$ cat src/verilog/dcs_consts.svh
/*
 * Offsets, field positions, reset values and timing figures of the
 * drive control word sequencer.
 * Assumes inclusion by bare name from the package and design files.
 */
`ifndef DCS_CONSTS_SVH
`define DCS_CONSTS_SVH

// ==========================================================
// Register byte offsets on the APB
`define DCS_A_CTRL   8'h00
`define DCS_A_TGT    8'h04
`define DCS_A_LOOP   8'h08
`define DCS_A_STAT   8'h0c
`define DCS_A_CYC    8'h10
`define DCS_A_POS    8'h14

// ==========================================================
// Control word fields and values
`define DCS_CW_REL   4
`define DCS_CW_TGT   2
`define DCS_CW_FWD   0
`define DCS_CW_REV   1
`define DCS_CW_RST   8'h00

// ==========================================================
// Cycle state codes
`define DCS_CYC_OFF  3'h0
`define DCS_CYC_PRE1 3'h2
`define DCS_CYC_PRE2 3'h3
`define DCS_CYC_OP   3'h5

// ==========================================================
// Status fields
`define DCS_ST_VIA   2
`define DCS_ST_ARM   3
`define DCS_ST_MOT   4
`define DCS_ST_NODE  8
`define DCS_ST_NBAD  15

// ==========================================================
// Timing
`define DCS_CLK_HZ     20000000
`define DCS_FLICK_HZ   10
`define DCS_POS_DIV    1000
`define DCS_MAN_DIV    4000

`endif

$ cat src/verilog/dcs_pkg.sv
/*
 * Types of the drive control word sequencer.
 * Assumes the constants header is on the include path.
 */
`include "dcs_consts.svh"

package dcs_pkg;

    // ======================================================
    // Run states
    typedef enum logic [1:0] {DCS_IDLE, DCS_POS, DCS_MAN} dcs_run_e;

    // ======================================================
    // Whole state of the sequencer
    typedef struct packed {
        dcs_run_e     run;
        logic [7:0]   ctrl;
        logic [30:0]  tgt;
        logic [31:0]  via;
        logic         via_on;
        logic         armed;
        logic [15:0]  loop;
        logic [2:0]   cyc;
        logic [31:0]  pos;
        logic [31:0]  prdata;
        logic [6:0]   node;
        logic [1:0]   led;
        logic [1:0]   seen;
        logic [1:0]   hold;
        logic         blink;
        logic         mot;
        logic         step;
        logic         dir;
    } dcs_state_s;

    // Whole state of a rate divider.
    typedef struct packed {
        logic [31:0] cnt;
        logic        tick;
    } dcs_div_s;

endpackage : dcs_pkg

$ cat src/verilog/dcs_top.sv
/*
 * Drive control word sequencer: interprets cyclic and acyclic control
 * words and targets, runs positioning and manual runs, decodes the
 * address switches and drives the port and motor LEDs.
 * Assumes all inputs synchronous to i_clk_sys and an APB master.
 */
// Decided for this implementation: the register offsets and the APB register port.
`timescale 1ns/1ps

module dcs_top
    import dcs_pkg::*;
#(
    parameter int unsigned FLICK_DIV =
        `DCS_CLK_HZ / (2 * `DCS_FLICK_HZ),
    parameter int unsigned POS_DIV   = `DCS_POS_DIV,
    parameter int unsigned MAN_DIV   = `DCS_MAN_DIV
)(
    input  wire logic        i_clk_sys,
    input  wire logic        i_nrst,
    input  wire logic        i_psel,
    input  wire logic        i_penable,
    input  wire logic        i_pwrite,
    input  wire logic [7:0]  i_paddr,
    input  wire logic [31:0] i_pwdata,
    output logic [31:0]      o_prdata,
    output logic             o_pready,
    output logic             o_pslverr,
    input  wire logic        i_pd_valid,
    input  wire logic [7:0]  i_pd_ctrl,
    input  wire logic [31:0] i_pd_target,
    input  wire logic [3:0]  i_addr_tens,
    input  wire logic [3:0]  i_addr_ones,
    output logic [6:0]       o_node_addr,
    input  wire logic [1:0]  i_link,
    input  wire logic [1:0]  i_act,
    output logic [1:0]       o_port_link_activity_leds,
    input  wire logic        i_vmot_low,
    input  wire logic        i_vmot_high,
    output logic             o_motor_led,
    output logic             o_step,
    output logic             o_dir,
    output logic             o_manual_speed,
    output logic             o_busy,
    output logic [31:0]      o_pos
);

    // ======================================================
    // Reset release through two flip-flops.
    logic [1:0] rst_sync_q;
    logic       rst_n;

    always_ff @(posedge i_clk_sys or negedge i_nrst)
    begin
        if (!i_nrst)
            rst_sync_q <= 2'h0;
        else
            rst_sync_q <= {rst_sync_q[0], 1'b1};
    end

    assign rst_n = rst_sync_q[1];

    // ======================================================
    // Rate enables: LED flicker toggle, fast and slow steps.
    logic flick_tick;
    logic pos_tick;
    logic man_tick;

    dcs_tick_div #(.DIV(FLICK_DIV)) u_flick (
        .i_clk   (i_clk_sys),
        .i_rst_n (rst_n),
        .o_tick  (flick_tick)
    );

    dcs_tick_div #(.DIV(POS_DIV)) u_pos (
        .i_clk   (i_clk_sys),
        .i_rst_n (rst_n),
        .o_tick  (pos_tick)
    );

    dcs_tick_div #(.DIV(MAN_DIV)) u_man (
        .i_clk   (i_clk_sys),
        .i_rst_n (rst_n),
        .o_tick  (man_tick)
    );

    // ======================================================
    // State and bus decode.
    dcs_state_s s_q;
    dcs_state_s s_d;

    logic        preop;
    logic        oper;
    logic        acc;
    logic        wr;
    logic        mapped;
    logic        ro_hit;
    logic        lock_hit;
    logic [31:0] rd_mux;
    logic [31:0] tgt_ext;

    assign preop = (s_q.cyc == `DCS_CYC_PRE1) ||
                   (s_q.cyc == `DCS_CYC_PRE2);
    assign oper  = (s_q.cyc == `DCS_CYC_OP);
    assign acc   = i_psel && i_penable;
    assign wr    = acc && i_pwrite;
    assign tgt_ext = {s_q.tgt[30], s_q.tgt};

    assign mapped = (i_paddr == `DCS_A_CTRL) ||
                    (i_paddr == `DCS_A_TGT)  ||
                    (i_paddr == `DCS_A_LOOP) ||
                    (i_paddr == `DCS_A_STAT) ||
                    (i_paddr == `DCS_A_CYC)  ||
                    (i_paddr == `DCS_A_POS);
    assign ro_hit = (i_paddr == `DCS_A_STAT) ||
                    (i_paddr == `DCS_A_POS);
    // Acyclic control and target writes are refused outside
    // pre-operational, and the refusal shows as an error.
    assign lock_hit = !preop && ((i_paddr == `DCS_A_CTRL) ||
                                 (i_paddr == `DCS_A_TGT));

    // One wait-free access phase; read data was latched at setup.
    assign o_pready  = 1'b1;
    assign o_pslverr = acc && (!mapped ||
                       (i_pwrite && (ro_hit || lock_hit)));

    // Read multiplexer, sampled in the setup cycle.
    always_comb
    begin
        rd_mux = 32'h0;
        case (i_paddr)
            `DCS_A_CTRL: rd_mux = {24'h0, s_q.ctrl};
            `DCS_A_TGT:  rd_mux = tgt_ext;
            `DCS_A_LOOP: rd_mux = {{16{s_q.loop[15]}}, s_q.loop};
            `DCS_A_STAT:
            begin
                rd_mux[1:0]          = s_q.run;
                rd_mux[`DCS_ST_VIA]  = s_q.via_on;
                rd_mux[`DCS_ST_ARM]  = s_q.armed;
                rd_mux[`DCS_ST_MOT]  = s_q.mot;
                rd_mux[`DCS_ST_NODE +: 7] = s_q.node;
                rd_mux[`DCS_ST_NBAD] = (s_q.node == 7'h0);
            end
            `DCS_A_CYC:  rd_mux = {29'h0, s_q.cyc};
            `DCS_A_POS:  rd_mux = s_q.pos;
            default:     rd_mux = 32'h0;
        endcase
    end

    // ======================================================
    // Next state: LEDs, commands, motion and bus.
    always_comb
    begin
        logic        cmd;
        logic        tgt_evt;
        logic        apb_tgt;
        logic [7:0]  w;
        logic [31:0] nt;
        logic [31:0] aim;
        logic        start;
        logic        up;
        cmd     = 1'b0;
        tgt_evt = 1'b0;
        apb_tgt = 1'b0;
        w       = s_q.ctrl;
        nt      = tgt_ext;
        aim     = 32'h0;
        start   = 1'b0;
        up      = 1'b0;
        s_d      = s_q;
        s_d.step = 1'b0;

        // Address from the two decimal switches.
        s_d.node = 7'({4'h0, i_addr_tens} * 8'd10 +
                      {4'h0, i_addr_ones});
        // Motor LED follows the window comparator.
        s_d.mot = !i_vmot_low && !i_vmot_high;

        // Activity seen since the last toggle keeps the port
        // flickering; the 10 Hz blink is two toggles.
        if (flick_tick)
        begin
            s_d.blink = !s_q.blink;
            s_d.hold  = s_q.seen | i_act;
            s_d.seen  = 2'h0;
        end
        else
        begin
            s_d.seen = s_q.seen | i_act;
        end
        s_d.led = i_link & (~s_q.hold | {2{s_q.blink}});

        // Motion at the rate of the current run; the direction is
        // worked out live so a retarget never stops a run.
        if (s_q.run == DCS_POS && pos_tick)
        begin
            aim = s_q.via_on ? s_q.via : tgt_ext;
            if (s_q.pos == aim)
            begin
                if (s_q.via_on)
                    s_d.via_on = 1'b0;
                else
                    s_d.run = DCS_IDLE;
            end
            else
            begin
                s_d.dir  = $signed(aim) > $signed(s_q.pos);
                s_d.pos  = s_d.dir ? s_q.pos + 32'h1
                                   : s_q.pos - 32'h1;
                s_d.step = 1'b1;
            end
        end
        else if (s_q.run == DCS_MAN && man_tick)
        begin
            s_d.pos  = s_q.dir ? s_q.pos + 32'h1 : s_q.pos - 32'h1;
            s_d.step = 1'b1;
        end

        // Cyclic words count only when something changed, so a
        // repeated word does not restart a finished run.
        if (i_pd_valid && oper &&
            (i_pd_ctrl != s_q.ctrl ||
             (i_pd_ctrl[`DCS_CW_TGT] &&
              i_pd_target[30:0] != s_q.tgt)))
        begin
            cmd = 1'b1;
            w   = i_pd_ctrl;
            if (i_pd_ctrl[`DCS_CW_TGT])
            begin
                tgt_evt = 1'b1;
                nt      = {i_pd_target[30], i_pd_target[30:0]};
            end
        end
        else if (wr && !lock_hit && i_paddr == `DCS_A_CTRL)
        begin
            cmd = 1'b1;
            w   = i_pwdata[7:0];
        end
        else if (wr && !lock_hit && i_paddr == `DCS_A_TGT)
        begin
            apb_tgt = 1'b1;
            tgt_evt = 1'b1;
            nt      = {i_pwdata[30], i_pwdata[30:0]};
        end

        if (tgt_evt)
        begin
            s_d.tgt   = nt[30:0];
            s_d.armed = 1'b1;
        end

        if (cmd)
        begin
            s_d.ctrl = w;
            if (!w[`DCS_CW_REL])
            begin
                // Store only; any run stops.
                s_d.run    = DCS_IDLE;
                s_d.via_on = 1'b0;
            end
            else if (w[`DCS_CW_FWD] || w[`DCS_CW_REV])
            begin
                // Manual speed divider takes over from positioning.
                s_d.run    = DCS_MAN;
                s_d.via_on = 1'b0;
                s_d.dir    = w[`DCS_CW_FWD];
            end
            else if (w[`DCS_CW_TGT])
            begin
                start = 1'b1;
            end
            else if (s_q.run == DCS_MAN)
            begin
                s_d.run = DCS_IDLE;
            end
            else if (s_q.run == DCS_IDLE)
            begin
                start = s_q.armed || !s_q.ctrl[`DCS_CW_REL];
            end
        end
        else if (apb_tgt && s_q.ctrl[`DCS_CW_REL] &&
                 s_q.run != DCS_IDLE)
        begin
            start = 1'b1;
        end

        if (start)
        begin
            // A target ends a manual run and drops its bits.
            s_d.ctrl[`DCS_CW_REV:`DCS_CW_FWD] = 2'h0;
            s_d.run   = DCS_POS;
            s_d.armed = 1'b0;
            // Positive loop length finishes upward, negative
            // downward; zero runs straight in.
            up = $signed(nt) > $signed(s_q.pos);
            s_d.via_on = (s_q.loop != 16'h0) &&
                         (up == s_q.loop[15]);
            s_d.via = nt - {{16{s_q.loop[15]}}, s_q.loop};
        end

        // Registers without side effects.
        if (wr && i_paddr == `DCS_A_LOOP)
            s_d.loop = i_pwdata[15:0];
        if (wr && i_paddr == `DCS_A_CYC)
            s_d.cyc = i_pwdata[2:0];
        if (i_psel && !i_penable && !i_pwrite)
            s_d.prdata = rd_mux;
    end

    // Reset leaves the drive idle with the cycle state off, so no control word or target is taken until the cycle state is written.
    always_ff @(posedge i_clk_sys or negedge rst_n)
    begin
        if (!rst_n)
        begin
            s_q      <= '0;
            s_q.ctrl <= `DCS_CW_RST;
            s_q.cyc  <= `DCS_CYC_OFF;
        end
        else
        begin
            s_q <= s_d;
        end
    end

    // ======================================================
    // Outputs.
    assign o_prdata                  = s_q.prdata;
    assign o_node_addr               = s_q.node;
    assign o_port_link_activity_leds = s_q.led;
    assign o_motor_led               = s_q.mot;
    assign o_step                    = s_q.step;
    assign o_dir                     = s_q.dir;
    assign o_manual_speed            = (s_q.run == DCS_MAN);
    assign o_busy                    = (s_q.run != DCS_IDLE);
    assign o_pos                     = s_q.pos;

endmodule : dcs_top

$ cat src/verilog/dcs_tick_div.sv
/*
 * Rate divider: one-cycle enable pulse every DIV clock cycles.
 * Assumes a synchronous active-low reset from the top.
 */
`timescale 1ns/1ps

module dcs_tick_div
    import dcs_pkg::*;
#(
    parameter int unsigned DIV = 1000
)(
    input  wire logic i_clk,
    input  wire logic i_rst_n,
    output logic      o_tick
);

    dcs_div_s s_q;
    dcs_div_s s_d;

    // ======================================================
    // Count down and pulse at wrap.
    always_comb
    begin
        s_d      = s_q;
        s_d.tick = 1'b0;
        if (s_q.cnt == 32'h0)
        begin
            s_d.cnt  = DIV - 1;
            s_d.tick = 1'b1;
        end
        else
        begin
            s_d.cnt = s_q.cnt - 32'h1;
        end
    end

    always_ff @(posedge i_clk or negedge i_rst_n)
    begin
        if (!i_rst_n)
            s_q <= '0;
        else
            s_q <= s_d;
    end

    assign o_tick = s_q.tick;

endmodule : dcs_tick_div

$ cat config.mk
export PLATFORM = sky130hd
export DESIGN_NAME = dcs_top
export DESIGN_NICKNAME = d
export VERILOG_FILES = /design/src/verilog/dcs_pkg.sv /design/src/verilog/dcs_top.sv /design/src/verilog/dcs_tick_div.sv
export VERILOG_INCLUDE_DIRS = /design/src /design/src/verilog
export SDC_FILE = /design/constraint.sdc
export NUM_CORES = 1
export LEC_CHECK = 0
export ABC_CLOCK_PERIOD_IN_PS = 8109
export BUFFER_PORTS_ARGS = -buffer_cell sky130_fd_sc_hd__buf_4
export CORE_ASPECT_RATIO = 0.75
export CORE_MARGIN = 10
export CORE_UTILIZATION = 47
export CTS_CLUSTER_SIZE = 14
export DETAILED_ROUTE_END_ITERATION = 10
export PLACE_DENSITY = 0.76
export SETUP_SLACK_MARGIN = 0.3
export SLEW_MARGIN = 20
export SYNTH_ARGS = -nofsm -noshare
export SYNTH_HDL_FRONTEND = slang
export SYNTH_HIERARCHICAL = 1
export SYNTH_SLANG_ARGS = --single-unit
$ cat constraint.sdc
create_clock -name i_clk_sys -period 8.11 [get_ports i_clk_sys]
set_clock_uncertainty 0.05 [all_clocks]
set_input_delay 1.622 -clock i_clk_sys [delete_from_list [all_inputs] [get_ports i_clk_sys]]
set_output_delay 1.622 -clock i_clk_sys [all_outputs]
set_load 0.01 [all_outputs]
Word level (Yosys, flattened, before mapping)
Cells that the tools add are included.

Add/subtract/negate cells: 7. Multiply operators: 1. $lt $le $gt $ge: 2. Equality and inequality tests: 15. Mux-type cells: 61. Bitwise gates (word level): 4. Reductions and logical operators: 56.

Operators with widths (count): $mux 32 (13); $sub 32x1->32 const B (4); $logic_not 32->1 (3); $gt 32x32->1 (2); $pmux 16 s3 (1); $add 32x1->32 const B (1); $eq 32x32->1 (1); $pmux 8 s4 (1); $sub 32x32->32 (1); $ne 31x31->1 (1); $pmux 5 s6 (1); $mux 1 (29); $mux 2 (12); $logic_and 1x1->1 (21); $eq 8x4->1 const B (2); $eq 8x5->1 const B (2); $mux 8 (2); $reduce_bool 16->1 (1); $logic_or 1x1->1 (12); $pmux 3 s4 (1); $mux 10 (1); $reduce_bool 2->1 (5); $logic_not 1->1 (9); $eq 8x3->1 const B (1); 16 further kinds (19).

Register bits after elaboration: 276. Output and inout bits: 80. Word-level logic and storage cells: 173.

Logic depth before layout (Yosys ltp)
Depth in word-level cells: 15. Gate-level depth with buffers: 20.

Cells and area by module
The synthesis kept the hierarchy.

By module, submodules not included: dcs_top (instances 1, cells each 1500, area an instance 13335.3 µm², seq. area each 4429.2 µm²); dcs_tick_div (u_pos) (instances 1, cells each 163, area an instance 1696.6 µm², seq. area each 825.8 µm²); dcs_tick_div (u_flick) (instances 1, cells each 162, area an instance 1655.3 µm², seq. area each 825.8 µm²); dcs_tick_div (u_man) (instances 1, cells each 159, area an instance 1627.8 µm², seq. area each 825.8 µm²).

Least setup slack after synthesis
OpenSTA, ideal clock, no wires.

Path kind: in2reg. Start: input i_paddr[1]. End: register s_q[127] (netlist name). Library setup time: 0.118 ns. Data arrival time: 5.755 ns. Required time: 7.942 ns. Path slack: 2.187 ns. Stages on the path: 18. Buffers on the path: 2. Cell sequence: or4_4 nor3_4 nand2_2 or4_1 buf_2 clkbuf_1 o22ai_1 nor2_1 ha_1 and3_1 a221o_1 a31o_2 o21ai_0 nand3_1 a31oi_1 mux2i_1 a31oi_1 a21o_1.

RTL lines: from (decl) (RTL line dcs_top.sv:23) `input wire logic [7:0] i_paddr,`.

==> flow_summary.toml <==
[setup_path]
worstSetupStartpointType = "input port"
r2r-end = "s_q[127]"
crit_type = "in2reg"
r2r_cells = 17
crit_arrival_ns = 6.92
cp_max_fo = 37
r2r_slack_ns = 2.36
required_ns = 8.54
r2r-start = "s_q[153]"
timing.critical_path.to_type = "flop"

[clock_tree]
clk-insertion-delay-late_ns = 0.59
cts_inserted_buffers = 30
ctsResizeCount = 0
hold_buffers = 0
path_clk_slew_ns = 0.06
root_buffer = "clkbuf_16"
cts_setup_buffers = 0
cts_sinks = 276
clockBufferDepth = 3
cts_tree = "built"
h-tree-depth = 1

[logic_synthesis]
synth_area_per_cell_sq_um = 9.23
synth_cell_types = 100
syn_inst = 1984
synth_edf_count = 0
yosys_register_bits = 276
async_flop_share_pct = 100
synthFlopType = "dfrtp_1"
ys_seq_area_share_pct = 37.7
yosys_warnings = 6
syn_area_sq_mm = 0.0183

[global_routing]
overflow = 0
grt_pass1_wl_microns = 86200
grt_pass1_vias = 15100
grt_usage_pct = 22.9
antenna_found_initial = 0
grt_max_degree = 164

[run_status]
outcome = "finished, final reports clean"

[timing]
worst_pin_slew_ns = 0.993
fin_tns_setup_ns = 0
slew_headroom_pct = 33.8
layout_setup_ws_ns = 1.62
timing.final.crit_period_ns = 6.49
slew_violations = 0
fin_crit_sh_pct = 80.1
rsz0062_at_grt = "false"
setup_viol = 0
whs_ns = 0.294
fmax_mhz = 154
finalHoldViolCount = 0

[floorplanning]
die-area_sq_mm = 0.0473
die_h_microns = 191
start_util_pct = 47.7
core_sq_mm = 0.0384
ios = 180
dieWidth_microns = 248
rows = 62

[detailed_routing]
postRouteWirelength_microns = 55300
via_per_inst = 6.04
routedWlPerCell_microns = 21.3
vias = 15700
dr.pass1.iters = 6
drtIter0Drc = 1751
drc = 0
detail-route-antenna-nets = 0

[min_path]
hold_class = "reg2async"

[layout]
fin_cells = 2594
drive_above_1_share_pct = 17.5
antenna_cells = 0
syn_to_final_growth_pct = 12.2
nNetsFinal = 2268

[placed_design]
globalplace.congestion = 0.974
dp.cells = 2538
dpl.hpwl_microns = 42200
dp_slack_ns = 1.03
port_buffers = 176

[power_and_ir_drop]
power_density_mw_per_mm2 = 151
ir_drop_mv = 0.114
p_leak_nw = 9.54

[run]
cap_viol_max_count = 0
[cell families after synthesis]
family | synth area share, %
compound gates | 14.5
other cells | 0.0205
simple gates | 19.9
buf+inv | 6.74
mux | 6.77
flops | 37.7
fa+ha+maj | 7.64
xor+xnor | 6.65
[through the flow]
| step | power, mW | util, % | instance area [sq um] |
|---|---|---|---|
| 2_1_floorplan | 1.56 | - | 18300 |
| 3_3_place_gp | 1.66 | 50.7 | 19500 |
| 3_5_place_dp | 1.66 | 50.7 | 19500 |
| 4_1_cts | 3.12 | 53.5 | 20500 |
| 5_1_grt | 3.20 | 53.5 | 20600 |
| 6_report | 3.09 | 53.5 | 20600 |
[power by group]
| group | switching [mW] | internal, mW |
|---|---|---|
| Clock | 0.596 | 0.863 |
| Sequential | 0.0167 | 1.39 |
| Combinational | 0.128 | 0.103 |
[synthesized netlist by cell type, drive strengths merged, types with 7 or more instances]
| library cell | n | area share [%] |
|---|---|---|
| o22ai | 34 | 1.2 |
| xor2 | 31 | 1.5 |
| a222oi | 7 | 0.38 |
| o21ai | 89 | 2.5 |
| buf | 101 | 4.1 |
| a21oi | 94 | 2.6 |
| or2 | 11 | 0.38 |
| nand2 | 154 | 3.2 |
| a211oi | 11 | 0.45 |
| nand4 | 39 | 1.4 |
| clkbuf | 49 | 1.0 |
| o31ai | 19 | 0.78 |
| mux2i | 44 | 2.4 |
| o21a | 10 | 0.41 |
| xnor2 | 108 | 5.2 |
| a21o | 45 | 1.8 |
| and3 | 10 | 0.34 |
| nor2b | 9 | 0.31 |
| or3 | 35 | 1.3 |
| ha | 107 | 7.3 |
| nand3 | 38 | 1.0 |
| inv | 80 | 1.6 |
| nor2 | 219 | 4.5 |
| dfrtp | 276 | 38 |
| or4 | 31 | 1.4 |
| a31oi | 10 | 0.34 |
| nand2b | 15 | 0.51 |
| nor4 | 54 | 2.1 |
| nor3 | 67 | 2.0 |
| a221oi | 18 | 0.86 |
| a22o | 7 | 0.33 |
| mux2 | 63 | 3.9 |
[area by class of cell]
cell class	count	area, sq um
sequential	276	6910
timing repair buffer	191	1450
tap	512	641
clock buffer	40	848
clock inverter	16	203
multi-input combinational	1478	10200
fill	3457	17800
inverter	81	304
[placed cells by master, fill, tap and decap left out, types with 33 or more instances in the layout]
master,count
xnor2_1,108
ha_1,107
nor4_1,48
buf_4,190
nor3_1,61
nand3_1,38
dfrtp_1,274
o22ai_1,33
a21o_1,45
mux2i_1,44
inv_1,78
a21oi_1,92
o21ai_0,85
nand4_1,37
nand2_1,152
mux2_2,61
nor2_1,217
[per-layer routing]
layer	track usage [%]	share of wire (%)
met5	0	0
met2	34.9	44
met3	3.85	8.6
met1	33.1	45
met4	6.23	2.8
[worst max-delay path by stage]
| stage | startpoint | end | slack [ns] | cells past startpoint |
|---|---|---|---|---|
| 2_1_floorplan | i_paddr[1] | s_q[127] | 2.19 | 18 |
| 6_report | i_paddr[1] | s_q[127] | 1.62 | 20 |
| 4_1_cts | i_pd_target[29] | s_q[127] | 1.64 | 18 |
| 3_3_place_gp | i_pd_target[29] | s_q[127] | 1.11 | 18 |
| 5_1_grt | i_paddr[1] | s_q[127] | 1.33 | 20 |
| 3_5_place_dp | i_pd_target[19] | s_q[127] | 1.03 | 18 |
[sequential cells by signal, indices dropped and copies added (netlist names)]
signal                     count
o_dir                          1
o_motor_led                    1
o_node_addr                    7
o_port_link_activity_leds      2
o_pos                         32
o_prdata                      32
o_step                         1
rst_sync_q                     2
s_q                           99
u_flick/o_tick                 1
u_flick/s_q                   32
u_man/o_tick                   1
u_man/s_q                     32
u_pos/o_tick                   1
u_pos/s_q                     32
[worst max-delay path, cell delays in order]
cell and delay, ns:
buf_4 0.11, or4_4 0.56, nor3_4 0.29, nand2_2 0.14, or4_1 0.52, buf_4 0.29
nand2_1 0.15, buf_4 0.27, nor2_1 0.09, nor2_1 0.34, ha_1 0.31, nor2b_1 0.14
o31ai_1 0.44, a211oi_1 0.23, o21ai_0 0.35, nand3_1 0.19, a31oi_1 0.32, mux2i_1 0.23
a31oi_1 0.09, a21o_1 0.19
Note: power is estimated with default switching activity, not from simulation.
